File: src/job_validator_pkg.sv
package job_validator_pkg;

    // ****************************************
    // job codes
    // ****************************************
    localparam logic [7:0] JOB_SETUP_A = 8'h02;
    localparam logic [7:0] JOB_SETUP_B = 8'h03;
    localparam logic [7:0] JOB_SETPT_1 = 8'h04;
    localparam logic [7:0] JOB_SETPT_2 = 8'h05;
    localparam logic [7:0] JOB_SETPT_START = 8'h06;
    localparam logic [7:0] JOB_FIELD_DEF = 8'h07;
    localparam logic [7:0] JOB_FACTOR_PROD = 8'h08;
    localparam logic [7:0] JOB_FACTOR_STBY = 8'h09;
    localparam logic [7:0] JOB_DIAG_CHAN = 8'h0A;
    localparam logic [7:0] JOB_DIAG_FIELD = 8'h0B;
    localparam logic [7:0] JOB_RESET = 8'h28;

    // ****************************************
    // expected lengths and limits
    // ****************************************
    localparam logic [7:0] LEN_RESET = 8'h02;
    localparam logic [7:0] LEN_SETUP_A = 8'h08;
    localparam logic [7:0] LEN_SETUP_B = 8'h04;
    localparam logic [7:0] LEN_SETPT = 8'h04;
    localparam logic [7:0] LEN_FACTOR = 8'h04;
    localparam logic [7:0] LEN_DIAG = 8'h04;
    localparam logic [7:0] FRAME_HEADER = 8'hA5;
    localparam logic [7:0] MAX_CHANNEL = 8'h30;
    localparam logic [7:0] MAX_FIELD = 8'h10;
    localparam logic [7:0] MAX_SUBST = 8'h02;
    localparam logic [7:0] MAX_PULSE_MODE = 8'h03;
    localparam logic [7:0] PULSE_HALF_OK = 8'h01;
    localparam logic [7:0] MAX_REPEAT_DIAG = 8'h0A;
    localparam logic [7:0] MAX_MAINS = 8'h02;
    localparam logic [7:0] MAX_TEST = 8'h01;
    localparam logic [7:0] MAX_FIELD_TYPE = 8'h02;
    localparam logic [7:0] MAX_DIAG_TYPE = 8'h03;
    localparam logic [7:0] SETPT_FULL = 8'hC8;
    localparam logic [7:0] RST_PULSE_MODE = 8'h00;

    // ****************************************
    // status codes
    // ****************************************
    localparam logic [7:0] ST_OK = 8'h80;
    localparam logic [7:0] ST_BAD_CODE = 8'h81;
    localparam logic [7:0] ST_HDR_FIRST = 8'h82;
    localparam logic [7:0] ST_HDR_NEXT = 8'h83;
    localparam logic [7:0] ST_INIT_ONLY = 8'h84;
    localparam logic [7:0] ST_RESET_ONLY = 8'h85;
    localparam logic [7:0] ST_AFTER_INIT = 8'h86;
    localparam logic [7:0] ST_RESET_LEN = 8'h8A;
    localparam logic [7:0] ST_SETUP_A_BASE = 8'h90;
    localparam logic [7:0] ST_SETUP_B_BASE = 8'h9A;
    localparam logic [7:0] ST_SETPT_1_BASE = 8'hA0;
    localparam logic [7:0] ST_SETPT_2_BASE = 8'hAA;
    localparam logic [7:0] ST_SETPT_S_BASE = 8'hB0;
    localparam logic [7:0] ST_FIELD_BASE = 8'hC0;
    localparam logic [7:0] ST_PROD_BASE = 8'hCA;
    localparam logic [7:0] ST_STBY_BASE = 8'hDA;
    localparam logic [7:0] ST_DCHAN_BASE = 8'hBA;
    localparam logic [7:0] ST_DFIELD_BASE = 8'hD0;
    localparam logic [7:0] HOST_HIGH = 8'hA0;
    localparam logic [15:0] HOST_BUSY = 16'hA000;

    typedef enum {PH_LOCK, PH_INIT, PH_RUN} phase_e;

    typedef struct packed {
        logic [7:0] code;
        logic [7:0] length;
        logic [7:0] hdr_first;
        logic [7:0] hdr_next;
        logic multi;
        logic [7:0] p0;
        logic [7:0] p1;
        logic [7:0] p2;
        logic [7:0] p3;
        logic [7:0] p4;
    } job_s;

    typedef struct packed {
        logic [7:0] status;
        logic [15:0] host_code;
    } ack_s;

endpackage

File: src/job_request_validator.sv
`timescale 1ns/1ps

// How it works
// - every job acknowledged; 0x80 means accepted
// - unknown job code rejected with 0x81
// - bad first header 0x82, later 0x83
// - init-only job in run phase gives 0x84
// - after-init job during init gives 0x86
// - reset-only state rejects others with 0x85
// - reset job 40 wrong length gives 0x8A
// - job 02 checks length through mains, 0x90-0x95
// - job 03 length 0x9A, test setting 0x9B
// - jobs 04/05/06 length then channel errors
// - setpoint above full scale rejected
// - half-percent setpoint needs capable pulsing mode
// - job 07 field, type, channel checked
// - field types 0/1 need ordered channels
// - job 08 length 0xCA, field 0xCB
// - standby factor host codes A0DA, A0DB
// - channel diagnosis host codes A0BA, A0BB
// - field diagnosis host codes A0D0, A0D1, A0D2
// - host code A000 while job processing
module job_request_validator (
    input wire logic CLK,
    input wire logic SRST,
    input wire logic JOB_VALID,
    input wire job_validator_pkg::job_s JOB,
    input wire logic LOCK_PIN,
    output logic JOB_READY,
    output logic ACK_VALID,
    output job_validator_pkg::ack_s ACK,
    output logic [15:0] HOST_CODE,
    output logic APPLY_VALID,
    output job_validator_pkg::job_s APPLY_JOB,
    output logic PHASE_LOCK,
    output logic PHASE_INIT,
    output logic PHASE_RUN
);

    // ****************************************
    // check helpers
    // ****************************************
    function automatic logic chan_ok(input logic [7:0] ch);
        chan_ok = (ch != 8'h00) && (ch <= job_validator_pkg::MAX_CHANNEL);
    endfunction

    function automatic logic field_ok(input logic [7:0] fld);
        field_ok = (fld != 8'h00) && (fld <= job_validator_pkg::MAX_FIELD);
    endfunction

    function automatic logic is_known(input logic [7:0] code);
        case (code)
            job_validator_pkg::JOB_SETUP_A,
            job_validator_pkg::JOB_SETUP_B,
            job_validator_pkg::JOB_SETPT_1,
            job_validator_pkg::JOB_SETPT_2,
            job_validator_pkg::JOB_SETPT_START,
            job_validator_pkg::JOB_FIELD_DEF,
            job_validator_pkg::JOB_FACTOR_PROD,
            job_validator_pkg::JOB_FACTOR_STBY,
            job_validator_pkg::JOB_DIAG_CHAN,
            job_validator_pkg::JOB_DIAG_FIELD,
            job_validator_pkg::JOB_RESET: is_known = 1'b1;
            default: is_known = 1'b0;
        endcase
    endfunction

    function automatic logic is_init_only(input logic [7:0] code);
        is_init_only = (code == job_validator_pkg::JOB_SETUP_A) ||
                       (code == job_validator_pkg::JOB_SETUP_B) ||
                       (code == job_validator_pkg::JOB_FIELD_DEF);
    endfunction

    function automatic logic hdr_ok(input job_validator_pkg::job_s j);
        hdr_ok = (j.hdr_first == job_validator_pkg::FRAME_HEADER) &&
                 (!j.multi || (j.hdr_next == job_validator_pkg::FRAME_HEADER));
    endfunction

    // shared checks of the three setpoint jobs, offsets from the group base
    function automatic logic [7:0] check_setpt(input job_validator_pkg::job_s j,
                                               input logic [7:0] base,
                                               input logic half_ok);
        if (j.length != job_validator_pkg::LEN_SETPT) begin
            check_setpt = base;
        end else if (!chan_ok(j.p0)) begin
            check_setpt = base + 8'h01;
        end else if (j.p1[0] && !half_ok) begin
            check_setpt = base + 8'h02;
        end else if (j.p1 > job_validator_pkg::SETPT_FULL) begin
            check_setpt = base + 8'h03;
        end else begin
            check_setpt = job_validator_pkg::ST_OK;
        end
    endfunction

    // the if-chain is the check order: the first failure wins
    function automatic logic [7:0] check_job(input job_validator_pkg::job_s j,
                                             input job_validator_pkg::phase_e ph,
                                             input logic half_ok);
        check_job = job_validator_pkg::ST_OK;
        if (!is_known(j.code)) begin
            check_job = job_validator_pkg::ST_BAD_CODE;
        end else if (j.hdr_first != job_validator_pkg::FRAME_HEADER) begin
            check_job = job_validator_pkg::ST_HDR_FIRST;
        end else if (!hdr_ok(j)) begin
            check_job = job_validator_pkg::ST_HDR_NEXT;
        end else if (ph == job_validator_pkg::PH_LOCK &&
                     j.code != job_validator_pkg::JOB_RESET) begin
            check_job = job_validator_pkg::ST_RESET_ONLY;
        end else if (is_init_only(j.code) && ph != job_validator_pkg::PH_INIT) begin
            check_job = job_validator_pkg::ST_INIT_ONLY;
        end else if (!is_init_only(j.code) && j.code != job_validator_pkg::JOB_RESET &&
                     ph != job_validator_pkg::PH_RUN) begin
            check_job = job_validator_pkg::ST_AFTER_INIT;
        end else begin
            case (j.code)
                job_validator_pkg::JOB_RESET: begin
                    if (j.length != job_validator_pkg::LEN_RESET) begin
                        check_job = job_validator_pkg::ST_RESET_LEN;
                    end
                end
                job_validator_pkg::JOB_SETUP_A: begin
                    if (j.length != job_validator_pkg::LEN_SETUP_A) begin
                        check_job = job_validator_pkg::ST_SETUP_A_BASE;
                    end else if (!chan_ok(j.p0)) begin
                        check_job = job_validator_pkg::ST_SETUP_A_BASE + 8'h01;
                    end else if (j.p1 > job_validator_pkg::MAX_SUBST) begin
                        check_job = job_validator_pkg::ST_SETUP_A_BASE + 8'h02;
                    end else if (j.p2 > job_validator_pkg::MAX_PULSE_MODE) begin
                        check_job = job_validator_pkg::ST_SETUP_A_BASE + 8'h03;
                    end else if (j.p3 > job_validator_pkg::MAX_REPEAT_DIAG) begin
                        check_job = job_validator_pkg::ST_SETUP_A_BASE + 8'h04;
                    end else if (j.p4 > job_validator_pkg::MAX_MAINS) begin
                        check_job = job_validator_pkg::ST_SETUP_A_BASE + 8'h05;
                    end
                end
                job_validator_pkg::JOB_SETUP_B: begin
                    if (j.length != job_validator_pkg::LEN_SETUP_B) begin
                        check_job = job_validator_pkg::ST_SETUP_B_BASE;
                    end else if (j.p0 > job_validator_pkg::MAX_TEST) begin
                        check_job = job_validator_pkg::ST_SETUP_B_BASE + 8'h01;
                    end
                end
                job_validator_pkg::JOB_SETPT_1: begin
                    check_job = check_setpt(j, job_validator_pkg::ST_SETPT_1_BASE, half_ok);
                end
                job_validator_pkg::JOB_SETPT_2: begin
                    check_job = check_setpt(j, job_validator_pkg::ST_SETPT_2_BASE, half_ok);
                end
                job_validator_pkg::JOB_SETPT_START: begin
                    check_job = check_setpt(j, job_validator_pkg::ST_SETPT_S_BASE, half_ok);
                end
                job_validator_pkg::JOB_FIELD_DEF: begin
                    if (!field_ok(j.p0)) begin
                        check_job = job_validator_pkg::ST_FIELD_BASE;
                    end else if (j.p1 > job_validator_pkg::MAX_FIELD_TYPE) begin
                        check_job = job_validator_pkg::ST_FIELD_BASE + 8'h01;
                    end else if (!chan_ok(j.p2) || !chan_ok(j.p3)) begin
                        check_job = job_validator_pkg::ST_FIELD_BASE + 8'h02;
                    end else if (j.p1 <= 8'h01 && j.p2 > j.p3) begin
                        check_job = job_validator_pkg::ST_FIELD_BASE + 8'h03;
                    end
                end
                job_validator_pkg::JOB_FACTOR_PROD: begin
                    if (j.length != job_validator_pkg::LEN_FACTOR) begin
                        check_job = job_validator_pkg::ST_PROD_BASE;
                    end else if (!field_ok(j.p0)) begin
                        check_job = job_validator_pkg::ST_PROD_BASE + 8'h01;
                    end
                end
                job_validator_pkg::JOB_FACTOR_STBY: begin
                    if (j.length != job_validator_pkg::LEN_FACTOR) begin
                        check_job = job_validator_pkg::ST_STBY_BASE;
                    end else if (!field_ok(j.p0)) begin
                        check_job = job_validator_pkg::ST_STBY_BASE + 8'h01;
                    end
                end
                job_validator_pkg::JOB_DIAG_CHAN: begin
                    if (j.length != job_validator_pkg::LEN_DIAG) begin
                        check_job = job_validator_pkg::ST_DCHAN_BASE;
                    end else if (j.p1 > job_validator_pkg::MAX_DIAG_TYPE) begin
                        check_job = job_validator_pkg::ST_DCHAN_BASE + 8'h01;
                    end
                end
                job_validator_pkg::JOB_DIAG_FIELD: begin
                    if (j.length != job_validator_pkg::LEN_DIAG) begin
                        check_job = job_validator_pkg::ST_DFIELD_BASE;
                    end else if (!field_ok(j.p0)) begin
                        check_job = job_validator_pkg::ST_DFIELD_BASE + 8'h01;
                    end else if (j.p1 > job_validator_pkg::MAX_DIAG_TYPE) begin
                        check_job = job_validator_pkg::ST_DFIELD_BASE + 8'h02;
                    end
                end
                default: begin
                    check_job = job_validator_pkg::ST_BAD_CODE;
                end
            endcase
        end
    endfunction

    // ****************************************
    // state
    // ****************************************
    job_validator_pkg::job_s job_reg;
    job_validator_pkg::phase_e phase_reg;
    logic busy_reg;
    logic [7:0] pulse_mode_reg;
    logic lock_level;
    logic lock_prev_reg;
    logic lock_event;
    logic half_ok;
    logic take;
    logic [7:0] status_next;
    logic accepted;

    input_sync lock_sync (
        .clk(CLK),
        .srst(SRST),
        .pin(LOCK_PIN),
        .level(lock_level)
    );

    assign take = JOB_VALID && JOB_READY;
    assign half_ok = (pulse_mode_reg == job_validator_pkg::PULSE_HALF_OK);
    assign status_next = check_job(job_reg, phase_reg, half_ok);
    assign accepted = busy_reg && (status_next == job_validator_pkg::ST_OK);
    assign lock_event = lock_level && !lock_prev_reg;

    // ****************************************
    // job intake and acknowledgement
    // ****************************************
    always_ff @(posedge CLK) begin
        if (SRST) begin
            busy_reg <= 1'b0;
            JOB_READY <= 1'b0;
            job_reg <= '0;
        end else if (take) begin
            busy_reg <= 1'b1;
            JOB_READY <= 1'b0;
            job_reg <= JOB;
        end else begin
            busy_reg <= 1'b0;
            JOB_READY <= 1'b1;
        end
    end

    always_ff @(posedge CLK) begin
        if (SRST) begin
            ACK_VALID <= 1'b0;
            ACK <= '0;
            HOST_CODE <= 16'h0000;
        end else if (busy_reg) begin
            ACK_VALID <= 1'b1;
            ACK.status <= status_next;
            ACK.host_code <= {job_validator_pkg::HOST_HIGH, status_next};
            HOST_CODE <= {job_validator_pkg::HOST_HIGH, status_next};
        end else begin
            ACK_VALID <= 1'b0;
            if (take) begin
                HOST_CODE <= job_validator_pkg::HOST_BUSY;
            end
        end
    end

    // rejected jobs never reach the channel logic
    always_ff @(posedge CLK) begin
        if (SRST) begin
            APPLY_VALID <= 1'b0;
            APPLY_JOB <= '0;
        end else begin
            APPLY_VALID <= accepted;
            if (accepted) begin
                APPLY_JOB <= job_reg;
            end
        end
    end

    always_ff @(posedge CLK) begin
        if (SRST) begin
            pulse_mode_reg <= job_validator_pkg::RST_PULSE_MODE;
        end else if (accepted && job_reg.code == job_validator_pkg::JOB_SETUP_A) begin
            pulse_mode_reg <= job_reg.p2;
        end
    end

    // ****************************************
    // configuration phase
    // ****************************************
    always_ff @(posedge CLK) begin
        if (SRST) begin
            lock_prev_reg <= 1'b0;
        end else begin
            lock_prev_reg <= lock_level;
        end
    end

    // a new lock request wins over a job finishing in the same cycle
    always_ff @(posedge CLK) begin
        if (SRST) begin
            phase_reg <= job_validator_pkg::PH_INIT;
        end else if (lock_event) begin
            phase_reg <= job_validator_pkg::PH_LOCK;
        end else if (accepted) begin
            case (job_reg.code)
                job_validator_pkg::JOB_RESET: phase_reg <= job_validator_pkg::PH_INIT;
                job_validator_pkg::JOB_SETUP_B: phase_reg <= job_validator_pkg::PH_RUN;
                default: phase_reg <= phase_reg;
            endcase
        end
    end

    always_ff @(posedge CLK) begin
        if (SRST) begin
            PHASE_LOCK <= 1'b0;
            PHASE_INIT <= 1'b0;
            PHASE_RUN <= 1'b0;
        end else begin
            PHASE_LOCK <= (phase_reg == job_validator_pkg::PH_LOCK);
            PHASE_INIT <= (phase_reg == job_validator_pkg::PH_INIT);
            PHASE_RUN <= (phase_reg == job_validator_pkg::PH_RUN);
        end
    end
endmodule

File: src/input_sync.sv
`timescale 1ns/1ps

// ****************************************
// three-stage pin synchroniser
// ****************************************
module input_sync (
    input wire logic clk,
    input wire logic srst,
    input wire logic pin,
    output logic level
);

    logic s1_reg;
    logic s2_reg;
    logic s3_reg;

    always_ff @(posedge clk) begin
        if (srst) begin
            s1_reg <= 1'b0;
            s2_reg <= 1'b0;
            s3_reg <= 1'b0;
        end else begin
            s1_reg <= pin;
            s2_reg <= s1_reg;
            s3_reg <= s2_reg;
        end
    end

    // a change counts only once two settled stages agree
    always_ff @(posedge clk) begin
        if (srst) begin
            level <= 1'b0;
        end else if (s2_reg == s3_reg) begin
            level <= s3_reg;
        end
    end

endmodule

File: config.mk
export PLATFORM = sky130hd
export DESIGN_NAME = job_request_validator
export DESIGN_NICKNAME = d
export VERILOG_FILES = /design/src/job_validator_pkg.sv /design/src/job_request_validator.sv /design/src/input_sync.sv
export SDC_FILE = /design/constraint.sdc
export NUM_CORES = 1
export LEC_CHECK = 0
export BUFFER_PORTS_ARGS = -buffer_cell sky130_fd_sc_hd__buf_2
export CAP_MARGIN = 20
export CORE_MARGIN = 5
export CORE_UTILIZATION = 50
export DETAILED_ROUTE_END_ITERATION = 10
export PLACE_DENSITY = 0.79
export SYNTH_ARGS = -nofsm -noshare
export SYNTH_HDL_FRONTEND = slang
export SYNTH_SLANG_ARGS = --single-unit
File: constraint.sdc
create_clock -name CLK -period 8.2 [get_ports CLK]
set_input_delay 1.64 -clock CLK [delete_from_list [all_inputs] [get_ports CLK]]
set_output_delay 1.64 -clock CLK [all_outputs]
set_load 0.01 [all_outputs]
* Yosys cells after proc, flatten, opt, wreduce, memory -nomap -nowiden
Cells that the tools add are included.
** Storage, ports and cells
- Register bits :: 225
- Logic and storage cells :: 163
- Input port bits :: 77
** Operators by class
- $lt $le $gt $ge :: 13
- Eq/ne operators :: 25
- Muxes and demuxes :: 50
- Reduce and logical (&&, ||, !) cells :: 37
** Operators by type and width (count)
- 8-bit case mux with 11 select lines :: 1
- 6-bit 2-to-1 mux :: 14
- 7-bit 2-to-1 mux :: 11
- 32-bit case mux with 2 select lines :: 1
- 8-bit 2-to-1 mux :: 6
- 5-bit 2-to-1 mux :: 8
- 32-bit by 2-bit equality test with 1-bit output, second input constant :: 1
- 32-bit by 3-bit equality test with 1-bit output, second input constant :: 1
- 8-bit by 3-bit equality test with 1-bit output, second input constant :: 4
- 8-bit by 4-bit equality test with 1-bit output, second input constant :: 4
- 8-bit by 2-bit greater-than comparator with 1-bit output, second input constant :: 4
- 32-bit zero test :: 1
- 16-bit 2-to-1 mux :: 2
- 32-bit by 2-bit inequality test with 1-bit output, second input constant :: 1
- 32-bit by 3-bit inequality test with 1-bit output, second input constant :: 1
- 8-bit equality test, second input constant :: 3
- 8-bit by 6-bit <= comparator with 1-bit output, second input constant :: 3
- 8-bit nonzero test :: 3
- 8-bit by 2-bit equality test with 1-bit output, second input constant :: 2
- 1-bit logical AND :: 15
- 11-bit OR reduction :: 1
- 8-bit by 1-bit equality test with 1-bit output, second input constant :: 1
- 8-bit by 6-bit equality test with 1-bit output, second input constant :: 1
- 8-bit by 1-bit greater-than comparator with 1-bit output, second input constant :: 1
- 19 further kinds :: 35

* Longest topological paths before layout
Gate-level depths: netlist of run 1.
- Depth after elaboration :: 18
- Depth in mapped cells :: 13
- Mapped depth without buffers :: 10

* Hierarchy
A second synthesis of run 1 with hierarchy kept.
** Second synthesis, totals
- Cell total of the unflattened synthesis :: 822
- Area total of the unflattened synthesis :: 7333.3 µm²
** Modules (own cells, without submodules)
- job_request_validator :: cells an instance 812, seq. area each 3623.5 µm², area each 7220.7 µm², times used 1
- input_sync :: cells an instance 10, seq. area each 80.1 µm², area each 112.6 µm², times used 1

* Worst setup path after synthesis of run 1
OpenSTA, ideal clock, no wires.
- Path kind :: register -> register
- From :: reg job_reg[32] in the netlist's numbering
- To :: reg APPLY_JOB[47] in the netlist's numbering
- Cell stages (with the launch flop) :: 12
- Path buffers :: 3
- Arrival time :: 2.863 ns
- Required time :: 8.128 ns
- Setup slack :: 5.265 ns
- Cells stage by stage :: dfxtp_1 -> or4_4 -> mux2i_4 -> a221oi_1 -> nand3b_1 -> a2111oi_4 -> o211ai_2 -> nor4_2 -> buf_4 -> buf_6 -> buf_12 -> mux2i_1
** Between the ends
- Longest elaborated chain between the ends :: 13
** Ends and longest elaborated chain
- from (decl) :: RTL line job_request_validator.sv:204 : job_validator_pkg::job_s job_reg;
- from (signal assigned) :: RTL line job_request_validator.sv:236 : job_reg <= '0;
- from (signal assigned) :: RTL line job_request_validator.sv:240 : job_reg <= JOB;
- 8-bit by 5-bit <= comparator with 1-bit output, or another cell as far along :: RTL line job_request_validator.sv:48 : field_ok = (fld != 8'h00) && (fld <= job_validator_pkg::MAX_FIELD);
- 1-bit logical AND (on tied branches) :: RTL line job_request_validator.sv:48, job_request_validator.sv:44
- 7-bit 2-to-1 mux, or another cell as far along :: RTL line job_request_validator.sv:188 : end else if (!field_ok(j.p0)) begin
- 7-bit 2-to-1 mux, or another cell as far along :: RTL line job_request_validator.sv:186 : if (j.length != job_validator_pkg::LEN_DIAG) begin
- 8-bit case mux with 11 select lines * :: RTL line job_request_validator.sv:116 : case (j.code)
- 8-bit 2-to-1 mux * :: RTL line job_request_validator.sv:112 : end else if (!is_init_only(j.code) && j.code != job_validator_pkg::JOB_RESET &&
- 8-bit 2-to-1 mux * :: RTL line job_request_validator.sv:110 : end else if (is_init_only(j.code) && ph != job_validator_pkg::PH_INIT) begin
- 8-bit 2-to-1 mux * :: RTL line job_request_validator.sv:107 : end else if (ph == job_validator_pkg::PH_LOCK &&
- 8-bit 2-to-1 mux * :: RTL line job_request_validator.sv:105 : end else if (!hdr_ok(j)) begin
- 8-bit 2-to-1 mux * :: RTL line job_request_validator.sv:103 : end else if (j.hdr_first != job_validator_pkg::FRAME_HEADER) begin
- 8-bit 2-to-1 mux * :: RTL line job_request_validator.sv:101 : if (!is_known(j.code)) begin
- 8-bit equality test * :: RTL line job_request_validator.sv:226 : assign accepted = busy_reg && (status_next == job_validator_pkg::ST_OK);
- 1-bit logical AND * :: RTL line job_request_validator.sv:226
- to (signal assigned) :: RTL line job_request_validator.sv:273 : APPLY_JOB <= job_reg;
- to (decl) :: RTL line job_request_validator.sv:34 : output job_validator_pkg::job_s APPLY_JOB,
Every way passes the cells marked *; elsewhere a longest branch is shown, timed or not.
A chain may end at the register's enable or synchronous reset.

* Worst setup path after layout of run 1
- From :: reg job_reg[57] in the netlist's numbering
- To :: reg APPLY_JOB[15] in the netlist's numbering
** Between the ends
- Longest elaborated chain between the ends :: 11
** Ends and longest elaborated chain (RTL line)
- 8-bit by 3-bit inequality test with 1-bit output, or another cell as far along
- 7-bit 2-to-1 mux, or another cell as far along :: job_request_validator.sv:186
- 8-bit case mux with 11 select lines * :: job_request_validator.sv:116
- 8-bit 2-to-1 mux * :: job_request_validator.sv:112
- 8-bit 2-to-1 mux * :: job_request_validator.sv:110
- 8-bit 2-to-1 mux * :: job_request_validator.sv:107
- 8-bit 2-to-1 mux * :: job_request_validator.sv:105
- 8-bit 2-to-1 mux * :: job_request_validator.sv:103
- 8-bit 2-to-1 mux * :: job_request_validator.sv:101
- 8-bit equality test * :: job_request_validator.sv:226
- 1-bit logical AND * :: job_request_validator.sv:226
Marks and branches as above.

==> impl_metrics.json, run 1 <==
{
  "endpoint": "APPLY_JOB[15]$_SDFFE_PP0P_",
  "synth_cell_types": 70,
  "nFillCells": 1356,
  "slowest_stage": "nor4_2",
  "crit_buf_inv": 1,
  "arrival_ns": 4.12,
  "timing.slew.headroom_pct": 47.1,
  "drtPass1Iterations": 5,
  "synth_area_leaders": "dfxtp_1 (46%), nand2b_1 (11%), mux2i_1 (8.1%)",
  "grtUsageTotal_pct": 21.1,
  "crit_type": "flop to flop",
  "worst_setup_path_end_kind": "flop",
  "cts_buffers": 17,
  "cts_max_level": 4,
  "rr_startpoint": "job_reg[57]$_SDFFE_PP0P_",
  "gp_congestion": 0.975,
  "syn_inst": 798,
  "postLayoutCellArea_sq_um": 9490,
  "synth_edf_count": 0,
  "nets": 1028,
  "fp.dieH_microns": 137,
  "crit_fanout": 39,
  "clock-sinks": 185,
  "io-pin-count": 196,
  "finalHoldViolCount": 0,
  "worst_slack_ns": 4.43,
  "hold_depth": 2,
  "postCtsResizedCells": 0,
  "grt_pass1_vias": 6094,
  "postCtsHoldBufs": 0,
  "fin_util_pct": 60.0,
  "r2r-end": "APPLY_JOB[15]$_SDFFE_PP0P_",
  "drt_iter0_markers": 419,
  "grt_max_degree": 95,
  "fin_skew_ns": 0.0148,
  "synth_warnings": 0,
  "clkLatencyLatePin_ns": 0.43,
  "max_cap_violations": 0,
  "avgSynthCellArea_sq_um": 10.0,
  "ys_async_sr_fraction_pct": 0,
  "critPathTopFamily": "compound AO/OA/AOI/OAI gates",
  "wirelength_mm": 19.8,
  "ir_drop_mv": 0.146,
  "power_density_nw_per_um2": 204,
  "timing.final.crit_share_pct": 46.0,
  "dp_slack_ns": 4.52,
  "cp.depth": 9,
  "crit_chain": "nor4_2, nand2_1, a211oi_1, o211ai_1, a21boi_0, o211ai_2, nor4_4, buf_4, mux2i_1",
  "via_count": 6352,
  "wl_per_cell_microns": 16.9,
  "placed_area_sq_um": 8900,
  "grt_pass1_wl_mm": 31.2,
  "row_count": 46,
  "power_leakage_nw": 3.82,
  "crit_required_ns": 8.55,
  "finalSetupTns_ns": 0,
  "cts-root-buf": "clkbuf_16",
  "drtAntennaViolNets": 0,
  "syn2layout_area_growth_pct": 18.5,
  "yosys.area.top_type_share_pct": 46.2,
  "die_w_microns": 137,
  "cts_setup_buffers": 0,
  "antenna_found_initial": 4,
  "fmax_ghz": 0.265,
  "synth.cell_area_sq_um": 8010,
  "hold_class": "flop to flop",
  "r2r_cells": 9,
  "core-area_sq_um": 15800,
  "cts_tree": "built",
  "drive_gt1_share_pct": 25.0,
  "start_util_pct": 50.6,
  "dieArea_sq_um": 18700,
  "multi_input_area_sq_um": 3900,
  "setup_viol": 0,
  "vias_per_cell": 5.42,
  "start_kind": "flop",
  "slew_violations": 0,
  "yosysTopAreaCell": "dfxtp_1",
  "hpwl_mm": 14.1,
  "grt_setup_unrepaired": "no",
  "clockBufferDepth": 2,
  "finalPower_mw": 1.93,
  "synth-seq-area-share_pct": 46.2,
  "antenna_cells": 0,
  "status": "completed",
  "drc": 0,
  "crit_path_max_incr_delay_ns": 0.66,
  "grt-ovfl-total": 0,
  "ff_latch_area_sq_um": 3700,
  "synth_ff_type": "dfxtp_1",
  "clk_pin_slew_ns": 0.07,
  "r2r_slack_ns": 4.43,
  "tightest_slew_ns": 0.794,
  "synth_seq_cells": 185,
  "io_buffers": 183,
  "min_period_ns": 3.77,
  "startpoint": "job_reg[57]$_SDFFE_PP0P_"
}
-- per-stage QoR --
| stage | hold slack [ns] | std cells |
|---|---|---|
| after floorplan | 0.414 | 809 |
| final | 0.444 | 1171 |
| after global routing | 0.463 | 1171 |
| after global placement | 0.432 | 1140 |
| after CTS | 0.446 | 1171 |
| after detailed placement | 0.436 | 1140 |
-- report_power, final --
group          internal, mW  switching (mW)
clock network         0.485           0.340
logic                0.0727          0.0899
registers             0.919          0.0248
-- worst min-delay path by stage --
| stage | startpoint | slack [ns] | end |
|---|---|---|---|
| global placement | APPLY_JOB[54]$_SDFFE_PP0P_ | 0.43 | APPLY_JOB[54]$_SDFFE_PP0P_ |
| global route | APPLY_JOB[49]$_SDFFE_PP0P_ | 0.46 | APPLY_JOB[49]$_SDFFE_PP0P_ |
| CTS | APPLY_JOB[49]$_SDFFE_PP0P_ | 0.45 | APPLY_JOB[49]$_SDFFE_PP0P_ |
| detailed placement | APPLY_JOB[49]$_SDFFE_PP0P_ | 0.44 | APPLY_JOB[49]$_SDFFE_PP0P_ |
| floorplan | lock_sync.s1_reg$_SDFF_PP0_ | 0.41 | lock_sync.s2_reg$_SDFF_PP0_ |
| finish | APPLY_JOB[49]$_SDFFE_PP0P_ | 0.44 | APPLY_JOB[49]$_SDFFE_PP0P_ |
-- metal layers --
layer,vias up,wire length [microns],global-route usage [%]
li1,3119,-,-
met1,2972,8850,27.9
met2,205,8860,31.8
met3,48,1510,7.39
met4,8,484,7.84
met5,-,48,0
-- cells in the mapped netlist (4+ instances only) --
| cell | number |
|---|---|
| a211oi_1 | 6 |
| a21oi_1 | 30 |
| a22o_1 | 73 |
| buf_1 | 5 |
| buf_4 | 28 |
| clkbuf_1 | 36 |
| dfxtp_1 | 185 |
| ha_1 | 8 |
| inv_1 | 19 |
| mux2i_1 | 65 |
| nand2_1 | 26 |
| nand2b_1 | 139 |
| nand3_1 | 8 |
| nand4_1 | 7 |
| nor2_1 | 21 |
| nor2b_1 | 8 |
| nor3_1 | 13 |
| nor3b_1 | 13 |
| nor4_1 | 8 |
| nor4b_1 | 8 |
| nor4bb_1 | 4 |
| o211ai_1 | 4 |
| o21a_1 | 4 |
| o21ai_0 | 4 |
| or2_2 | 4 |
| or4_1 | 4 |
-- logic make-up (layout without fill, tap and decap cells) --
| family | count (synthesis) | count (layout) | synth area share [%] |
|---|---|---|---|
| AOI/OAI and AO/OA | 158 | 158 | 15.8 |
| adders and majority gates | 8 | 8 | 1.25 |
| buffers and inverters | 92 | 238 | 5.95 |
| DFF | 185 | 185 | 46.2 |
| muxes | 66 | 66 | 8.40 |
| other | 1 | 12 | 0.0468 |
| and+or+nand+nor | 288 | 288 | 22.3 |
-- cell usage in the layout (no fill, tap or decap), types with 4 or more instances in the layout --
master,count
dfxtp_1,185
buf_2,182
nand2b_1,139
a22o_1,73
mux2i_1,65
a21oi_1,29
nand2_1,26
nor2_1,20
inv_1,19
clkbuf_16,17
nor3_1,13
nor3b_1,13
conb_1,12
nor2b_1,8
nor4b_1,8
nor4_1,8
nand3_1,8
ha_1,8
nand4_1,7
a211oi_1,6
buf_4,6
or4_1,4
o211ai_1,4
or2_2,4
o21a_1,4
nor4bb_1,4
o21ai_0,4
clkinv_2,4
-- layout make-up --
class	instances	area share, %
Multi-Input combinational cell	532	41.1
Sequential cell	185	39.0
Timing Repair Buffer	188	10.1
Clock buffer	19	4.67
Tap cell	216	2.85
Clock inverter	12	1.58
Inverter	19	0.751
-- worst register-to-register path, delay by kind of cell, from the launching register on --
family                 cells  cell delay (ns)
AO/OA/AOI/OAI              4             1.30
buffers and inverters      1             0.58
flip-flops                 1             0.34
multiplexers               1             0.33
AND/OR/NAND/NOR            3             1.15
Note: power is estimated with default switching activity, not from simulation.
==> run 2: changes to the inputs <==
--- a/config.mk
+++ b/config.mk
@@ -8,9 +8,9 @@
 export BUFFER_PORTS_ARGS = -buffer_cell sky130_fd_sc_hd__buf_2
 export CAP_MARGIN = 20
 export CORE_MARGIN = 5
-export CORE_UTILIZATION = 50
+export CORE_UTILIZATION = 48
 export DETAILED_ROUTE_END_ITERATION = 10
-export PLACE_DENSITY = 0.79
+export PLACE_DENSITY = 0.8
 export SYNTH_ARGS = -nofsm -noshare
 export SYNTH_HDL_FRONTEND = slang
 export SYNTH_SLANG_ARGS = --single-unit
==> constraint.sdc (replaced) <==
create_clock -name CLK -period 3.3 [get_ports CLK]
set_input_delay 0.66 -clock CLK [delete_from_list [all_inputs] [get_ports CLK]]
set_output_delay 0.66 -clock CLK [all_outputs]
set_load 0.01 [all_outputs]
==> run 2 against run 1 <==
  * Sequential share of layout area decreased by 1.5 points
  * Clock-buffer cell count increased by 3
  * Utilization increased by 0.069 points
  * Clock power increased to 2.5 times the previous value
  * Via count increased by 1.8%
  * Critical endpoint is now APPLY_JOB[48]$_SDFFE_PP0P_
  * Largest power group unchanged
  * Highest routed layer unchanged
==> impl_metrics.json, run 2 (synthesis gave the netlist of run 1 again) <==
{
  "status": "completed",
  "finalPower_mw": 4.87,
  "grtUsageTotal_pct": 20.3,
  "setup_viol": 0,
  "wl_per_cell_microns": 17.2,
  "core-area_sq_um": 16500,
  "grt_max_degree": 93,
  "drtPass1Iterations": 5,
  "rr_startpoint": "job_reg[33]$_SDFFE_PP0P_",
  "r2r_cells": 10,
  "postCtsHoldBufs": 0,
  "dieArea_sq_um": 19400,
  "multi_input_area_sq_um": 3970,
  "fin_skew_ns": 0.0128,
  "syn2layout_area_growth_pct": 23.4,
  "fp.dieH_microns": 139,
  "ir_drop_mv": 0.357,
  "power_leakage_nw": 4.00,
  "start_util_pct": 48.6,
  "startpoint": "job_reg[33]$_SDFFE_PP0P_",
  "arrival_ns": 3.58,
  "tightest_slew_ns": 0.777,
  "wirelength_mm": 20.7,
  "hpwl_mm": 14.5,
  "dp.cells": 1162,
  "io-pin-count": 196,
  "hold_class": "input pin to flop",
  "drive_gt1_share_pct": 28.0,
  "grt_setup_unrepaired": "yes",
  "nets": 1054,
  "cts-root-buf": "clkbuf_16",
  "ff_latch_area_sq_um": 3710,
  "r2r-end": "APPLY_JOB[48]$_SDFFE_PP0P_",
  "endpoint": "APPLY_JOB[48]$_SDFFE_PP0P_",
  "cts_tree": "built",
  "drt_iter0_markers": 376,
  "power_density_nw_per_um2": 492,
  "final_common_cell": "dfxtp_1",
  "slew_violations": 0,
  "grt_pass1_vias": 6281,
  "min_period_ns": 3.23,
  "io_buffers": 183,
  "clockBufferDepth": 2,
  "clk_pin_slew_ns": 0.07,
  "die_w_microns": 139,
  "cts_max_level": 4,
  "max_cap_violations": 0,
  "drtAntennaViolNets": 0,
  "worst_setup_path_end_kind": "flop",
  "via_count": 6468,
  "grt_pass1_wl_mm": 32.2,
  "row_count": 47,
  "fmax_ghz": 0.309,
  "grt-ovfl-total": 0,
  "finalHoldViolCount": 0,
  "r2r_slack_ns": 0.07,
  "clock-sinks": 185,
  "gp_congestion": 0.971,
  "antenna_found_initial": 3,
  "crit_fanout": 10,
  "layout_common_cells": "dfxtp_1 (183), buf_2 (182), nand2b_1 (139)",
  "fin_cells": 1202,
  "antenna_cells": 0,
  "vias_per_cell": 5.38,
  "timing.final.crit_share_pct": 97.9,
  "clkLatencyLatePin_ns": 0.43,
  "fin_util_pct": 60.0,
  "crit_required_ns": 3.65,
  "cts_buffers": 17,
  "start_kind": "flop",
  "timing.slew.headroom_pct": 48.2,
  "hold_depth": 2,
  "nFillCells": 1430,
  "drc": 0,
  "crit_type": "flop to flop"
}
-- run 2: timing repair --
item / in CTS / in global routing
endpoints found under the setup margin: 23 / 76
gates cloned: 0 / 4
resized for setup: 1 / 22
pin swaps: 0 / 6
setup buffers: 0 / 4
-- run 2: through the flow --
step	setup TNS (ns)	instance area, sq um	hold slack, ns	worst slack (ns)
6_report	0	9890	0.436	0.0684
3_5_place_dp	-0.321	9080	0.434	-0.0554
3_3_place_gp	0	9080	0.428	0.0548
4_1_cts	0	9690	0.425	0.0366
5_1_grt	-1.08	9890	0.425	-0.0611
2_1_floorplan	0	8050	0.414	0.365
-- run 2: power by group --
part / switching (mW) / leakage [nW] / total, mW / internal (mW)
Combinational: 0.239 / 2.22 / 0.447 / 0.209
Sequential: 0.0573 / 1.50 / 2.34 / 2.28
Clock: 0.842 / 0.283 / 2.08 / 1.23
Total: 1.14 / 4.00 / 4.87 / 3.73
-- run 2: critical path: stages, from the launching register on --
cell	delay (ns)
dfxtp_2	0.34
or4_4	0.56
mux2i_4	0.31
nor2_1	0.09
a221o_1	0.34
a2111oi_4	0.36
o211ai_2	0.18
nor4_4	0.32
buf_6	0.22
clkbuf_16	0.20
mux2i_1	0.21
-- run 2: area by class of cell --
type | instances | area share (%)
well taps | 220 | 2.78
multi-input cells | 532 | 40.1
repair buffers | 214 | 12.8
clock inverters | 10 | 1.44
inverters | 19 | 0.721
clock buffers | 22 | 4.70
flip-flops and latches | 185 | 37.5
-- run 2: routing by layer --
metal	GRT usage, %	part of all wire (%)
met1	25.5	44
met2	33.4	48
met3	6.21	7.1
met4	6.69	1.5
met5	0	0.23
-- run 2: worst min path at each step --
stage / startpoint / endpoint
6_report: JOB[41] / job_reg[41]$_SDFFE_PP0P_
5_1_grt: JOB[61] / job_reg[61]$_SDFFE_PP0P_
4_1_cts: JOB[44] / job_reg[44]$_SDFFE_PP0P_
3_5_place_dp: APPLY_JOB[56]$_SDFFE_PP0P_ / APPLY_JOB[56]$_SDFFE_PP0P_
3_3_place_gp: lock_sync.s1_reg$_SDFF_PP0_ / lock_sync.s2_reg$_SDFF_PP0_
2_1_floorplan: lock_sync.s1_reg$_SDFF_PP0_ / lock_sync.s2_reg$_SDFF_PP0_
==> run 3: changes to the inputs <==
--- a/config.mk
+++ b/config.mk
@@ -5,12 +5,12 @@
 export SDC_FILE = /design/constraint.sdc
 export NUM_CORES = 1
 export LEC_CHECK = 0
-export BUFFER_PORTS_ARGS = -buffer_cell sky130_fd_sc_hd__buf_2
 export CAP_MARGIN = 20
 export CORE_MARGIN = 5
-export CORE_UTILIZATION = 48
+export CORE_UTILIZATION = 50
 export DETAILED_ROUTE_END_ITERATION = 10
-export PLACE_DENSITY = 0.8
+export DONT_BUFFER_PORTS = 1
+export PLACE_DENSITY = 0.72
 export SYNTH_ARGS = -nofsm -noshare
 export SYNTH_HDL_FRONTEND = slang
 export SYNTH_SLANG_ARGS = --single-unit
==> run 3 against run 2 <==
  * First-iteration DRC count down 2.4%
  * Register-to-register slack is essentially flat
  * Power up 0.66%
  * Global-route usage increased by 0.97 points
  * Via count shrank 9.1%
  * Clock power is 5% higher
  * Clock skew is 0.0060 ns lower
  * Sequential cell count stayed put
  * Sequential power hardly changed
==> impl_metrics.json, run 3 (synthesis gave the netlist of run 1 again) <==
{
  "layout_common_cells": "dfxtp_1 (183), nand2b_1 (139), a22o_1 (73)",
  "wl_per_cell_microns": 20.4,
  "fmax_ghz": 0.311,
  "gp_congestion": 0.907,
  "crit_fanout": 5,
  "fin_util_pct": 57.5,
  "power_leakage_nw": 3.19,
  "timing.slew.headroom_pct": 52.0,
  "postLayoutCellArea_sq_um": 9110,
  "p_switching_mw": 1.11,
  "drc": 0,
  "clkPwrFrac_pct": 44.4,
  "syn2layout_area_growth_pct": 13.7,
  "finalHoldViolCount": 0,
  "crit_required_ns": 3.61,
  "clockBufferDepth": 2,
  "timing.final.crit_share_pct": 97.5,
  "clkLatencyLatePin_ns": 0.42,
  "placed_area_sq_um": 8210,
  "cts_tree": "built",
  "finalPower_mw": 4.90,
  "grt-ovfl-total": 0,
  "crit_chain": "or4_4, mux2i_4, buf_4, a32oi_1, a21oi_1, o32a_1, buf_4, or4b_1, mux2i_1",
  "crit_buf_inv": 2,
  "cts-root-buf": "clkbuf_16",
  "max_cap_violations": 0,
  "core-area_sq_um": 15800,
  "io-pin-count": 196,
  "io_buffers": 0,
  "slowest_stage": "or4b_1",
  "clock-sinks": 185,
  "via_count": 5879,
  "drive_gt1_share_pct": 12.3,
  "internal-power_mw": 3.79,
  "cts_buffers": 17,
  "final_common_cell": "dfxtp_1",
  "arrival_ns": 3.52,
  "start_kind": "flop",
  "min_period_ns": 3.22,
  "antenna_found_initial": 0,
  "die_w_microns": 137,
  "finalSetupTns_ns": 0,
  "critPathTopFamily": "simple AND/OR/NAND/NOR gates",
  "slew_violations": 0,
  "tightest_slew_ns": 0.710,
  "ir_drop_mv": 0.325,
  "wirelength_mm": 20.8,
  "p_comb_share_pct": 7.6,
  "power_density_nw_per_um2": 538,
  "nets": 878,
  "dieArea_sq_um": 18700,
  "crit_type": "flop to flop",
  "drt_iter0_markers": 367,
  "vias_per_cell": 5.76,
  "hold_class": "input pin to flop",
  "grt_pass1_vias": 5701,
  "hpwl_mm": 14.6,
  "crit_path_max_incr_delay_ns": 0.63,
  "postCtsHoldBufs": 0,
  "setup_viol": 0,
  "clk_pin_slew_ns": 0.07,
  "cts_max_level": 4,
  "drtPass1Iterations": 5,
  "grtUsageTotal_pct": 21.3,
  "grt_pass1_wl_mm": 31.2,
  "antenna_cells": 0,
  "row_count": 46,
  "seq_power_share_pct": 48.0,
  "switching_share_pct": 22.7,
  "worst_setup_path_end_kind": "flop",
  "status": "completed",
  "grt_max_degree": 173,
  "r2r_slack_ns": 0.08,
  "fin_skew_ns": 0.00679,
  "fp.dieH_microns": 137,
  "worst_path_most_repeated_cell": "buf_4",
  "drtAntennaViolNets": 0,
  "start_util_pct": 50.6
}
==> run 3: cell count changes in the layout (fill, tap and decap cells not counted), sizes merged <==
| cell | delta |
|---|---|
| clkinv | -1 |
| buf | -178 |
| clkinvlp | -1 |
| bufinv | +1 |
| clkbuf | +1 |
| inv | +1 |
==> run 3: timing repair <==
| action | CTS | global route |
|---|---|---|
| pin swaps | 1 | 4 |
| gates cloned | 0 | 7 |
| buffers inserted | 1 | 3 |
| endpoints found under the hold margin | 0 | 0 |
| setup endpoints to repair | 74 | 76 |
| gates resized for setup | 2 | 17 |
==> run 3: worst paths after layout <==
kind / startpoint / to / cells past startpoint
worst max-delay path: job_reg[32]$_SDFFE_PP0P_ / pulse_mode_reg[0]$_SDFFE_PP0P_ / 9
worst min-delay path: SRST / HOST_CODE[5]$_SDFFE_PP0P_ / 1
worst max register to register: job_reg[32]$_SDFFE_PP0P_ / pulse_mode_reg[0]$_SDFFE_PP0P_ / 9
worst min register to register: lock_sync.s1_reg$_SDFF_PP0_ / lock_sync.s2_reg$_SDFF_PP0_ / 1
==> run 3: power by group through the flow <==
stage	Clock, mW	Sequential, mW	Combinational [mW]
3_5_place_dp	0	2.40	0.350
6_report	2.18	2.35	0.371
5_1_grt	2.29	2.36	0.405
2_1_floorplan	0	2.38	0.296
4_1_cts	2.21	2.35	0.354
3_3_place_gp	0	2.40	0.344
==> run 3: area by class of cell <==
type / instances / area, sq um
Clock buffer: 21 / 470
Clock inverter: 10 / 165
Fill cell: 1367 / 6720
Inverter: 19 / 71.3
Multi-Input combinational cell: 532 / 3980
Sequential cell: 185 / 3710
Tap cell: 216 / 270
Timing Repair Buffer: 38 / 447
==> run 3: layer usage <==
metal / vias to the layer above / GRT usage [%] / wire length [microns]
met2: 201 / 34.3 / 10100
met3: 28 / 6.69 / 1650
met1: 2831 / 27.0 / 8750
li1: 2819 / - / -
met4: 0 / 7.39 / 345
met5: - / 0 / 0
==> run 3: stage by stage <==
stage	hold slack, ns	std cells	setup slack [ns]
6_report	0.352	1021	0.0829
5_1_grt	0.309	1021	-0.00216
4_1_cts	0.310	1011	0.00895
3_5_place_dp	0.452	979	-0.133
3_3_place_gp	0.441	979	-0.0555
2_1_floorplan	0.414	809	0.365
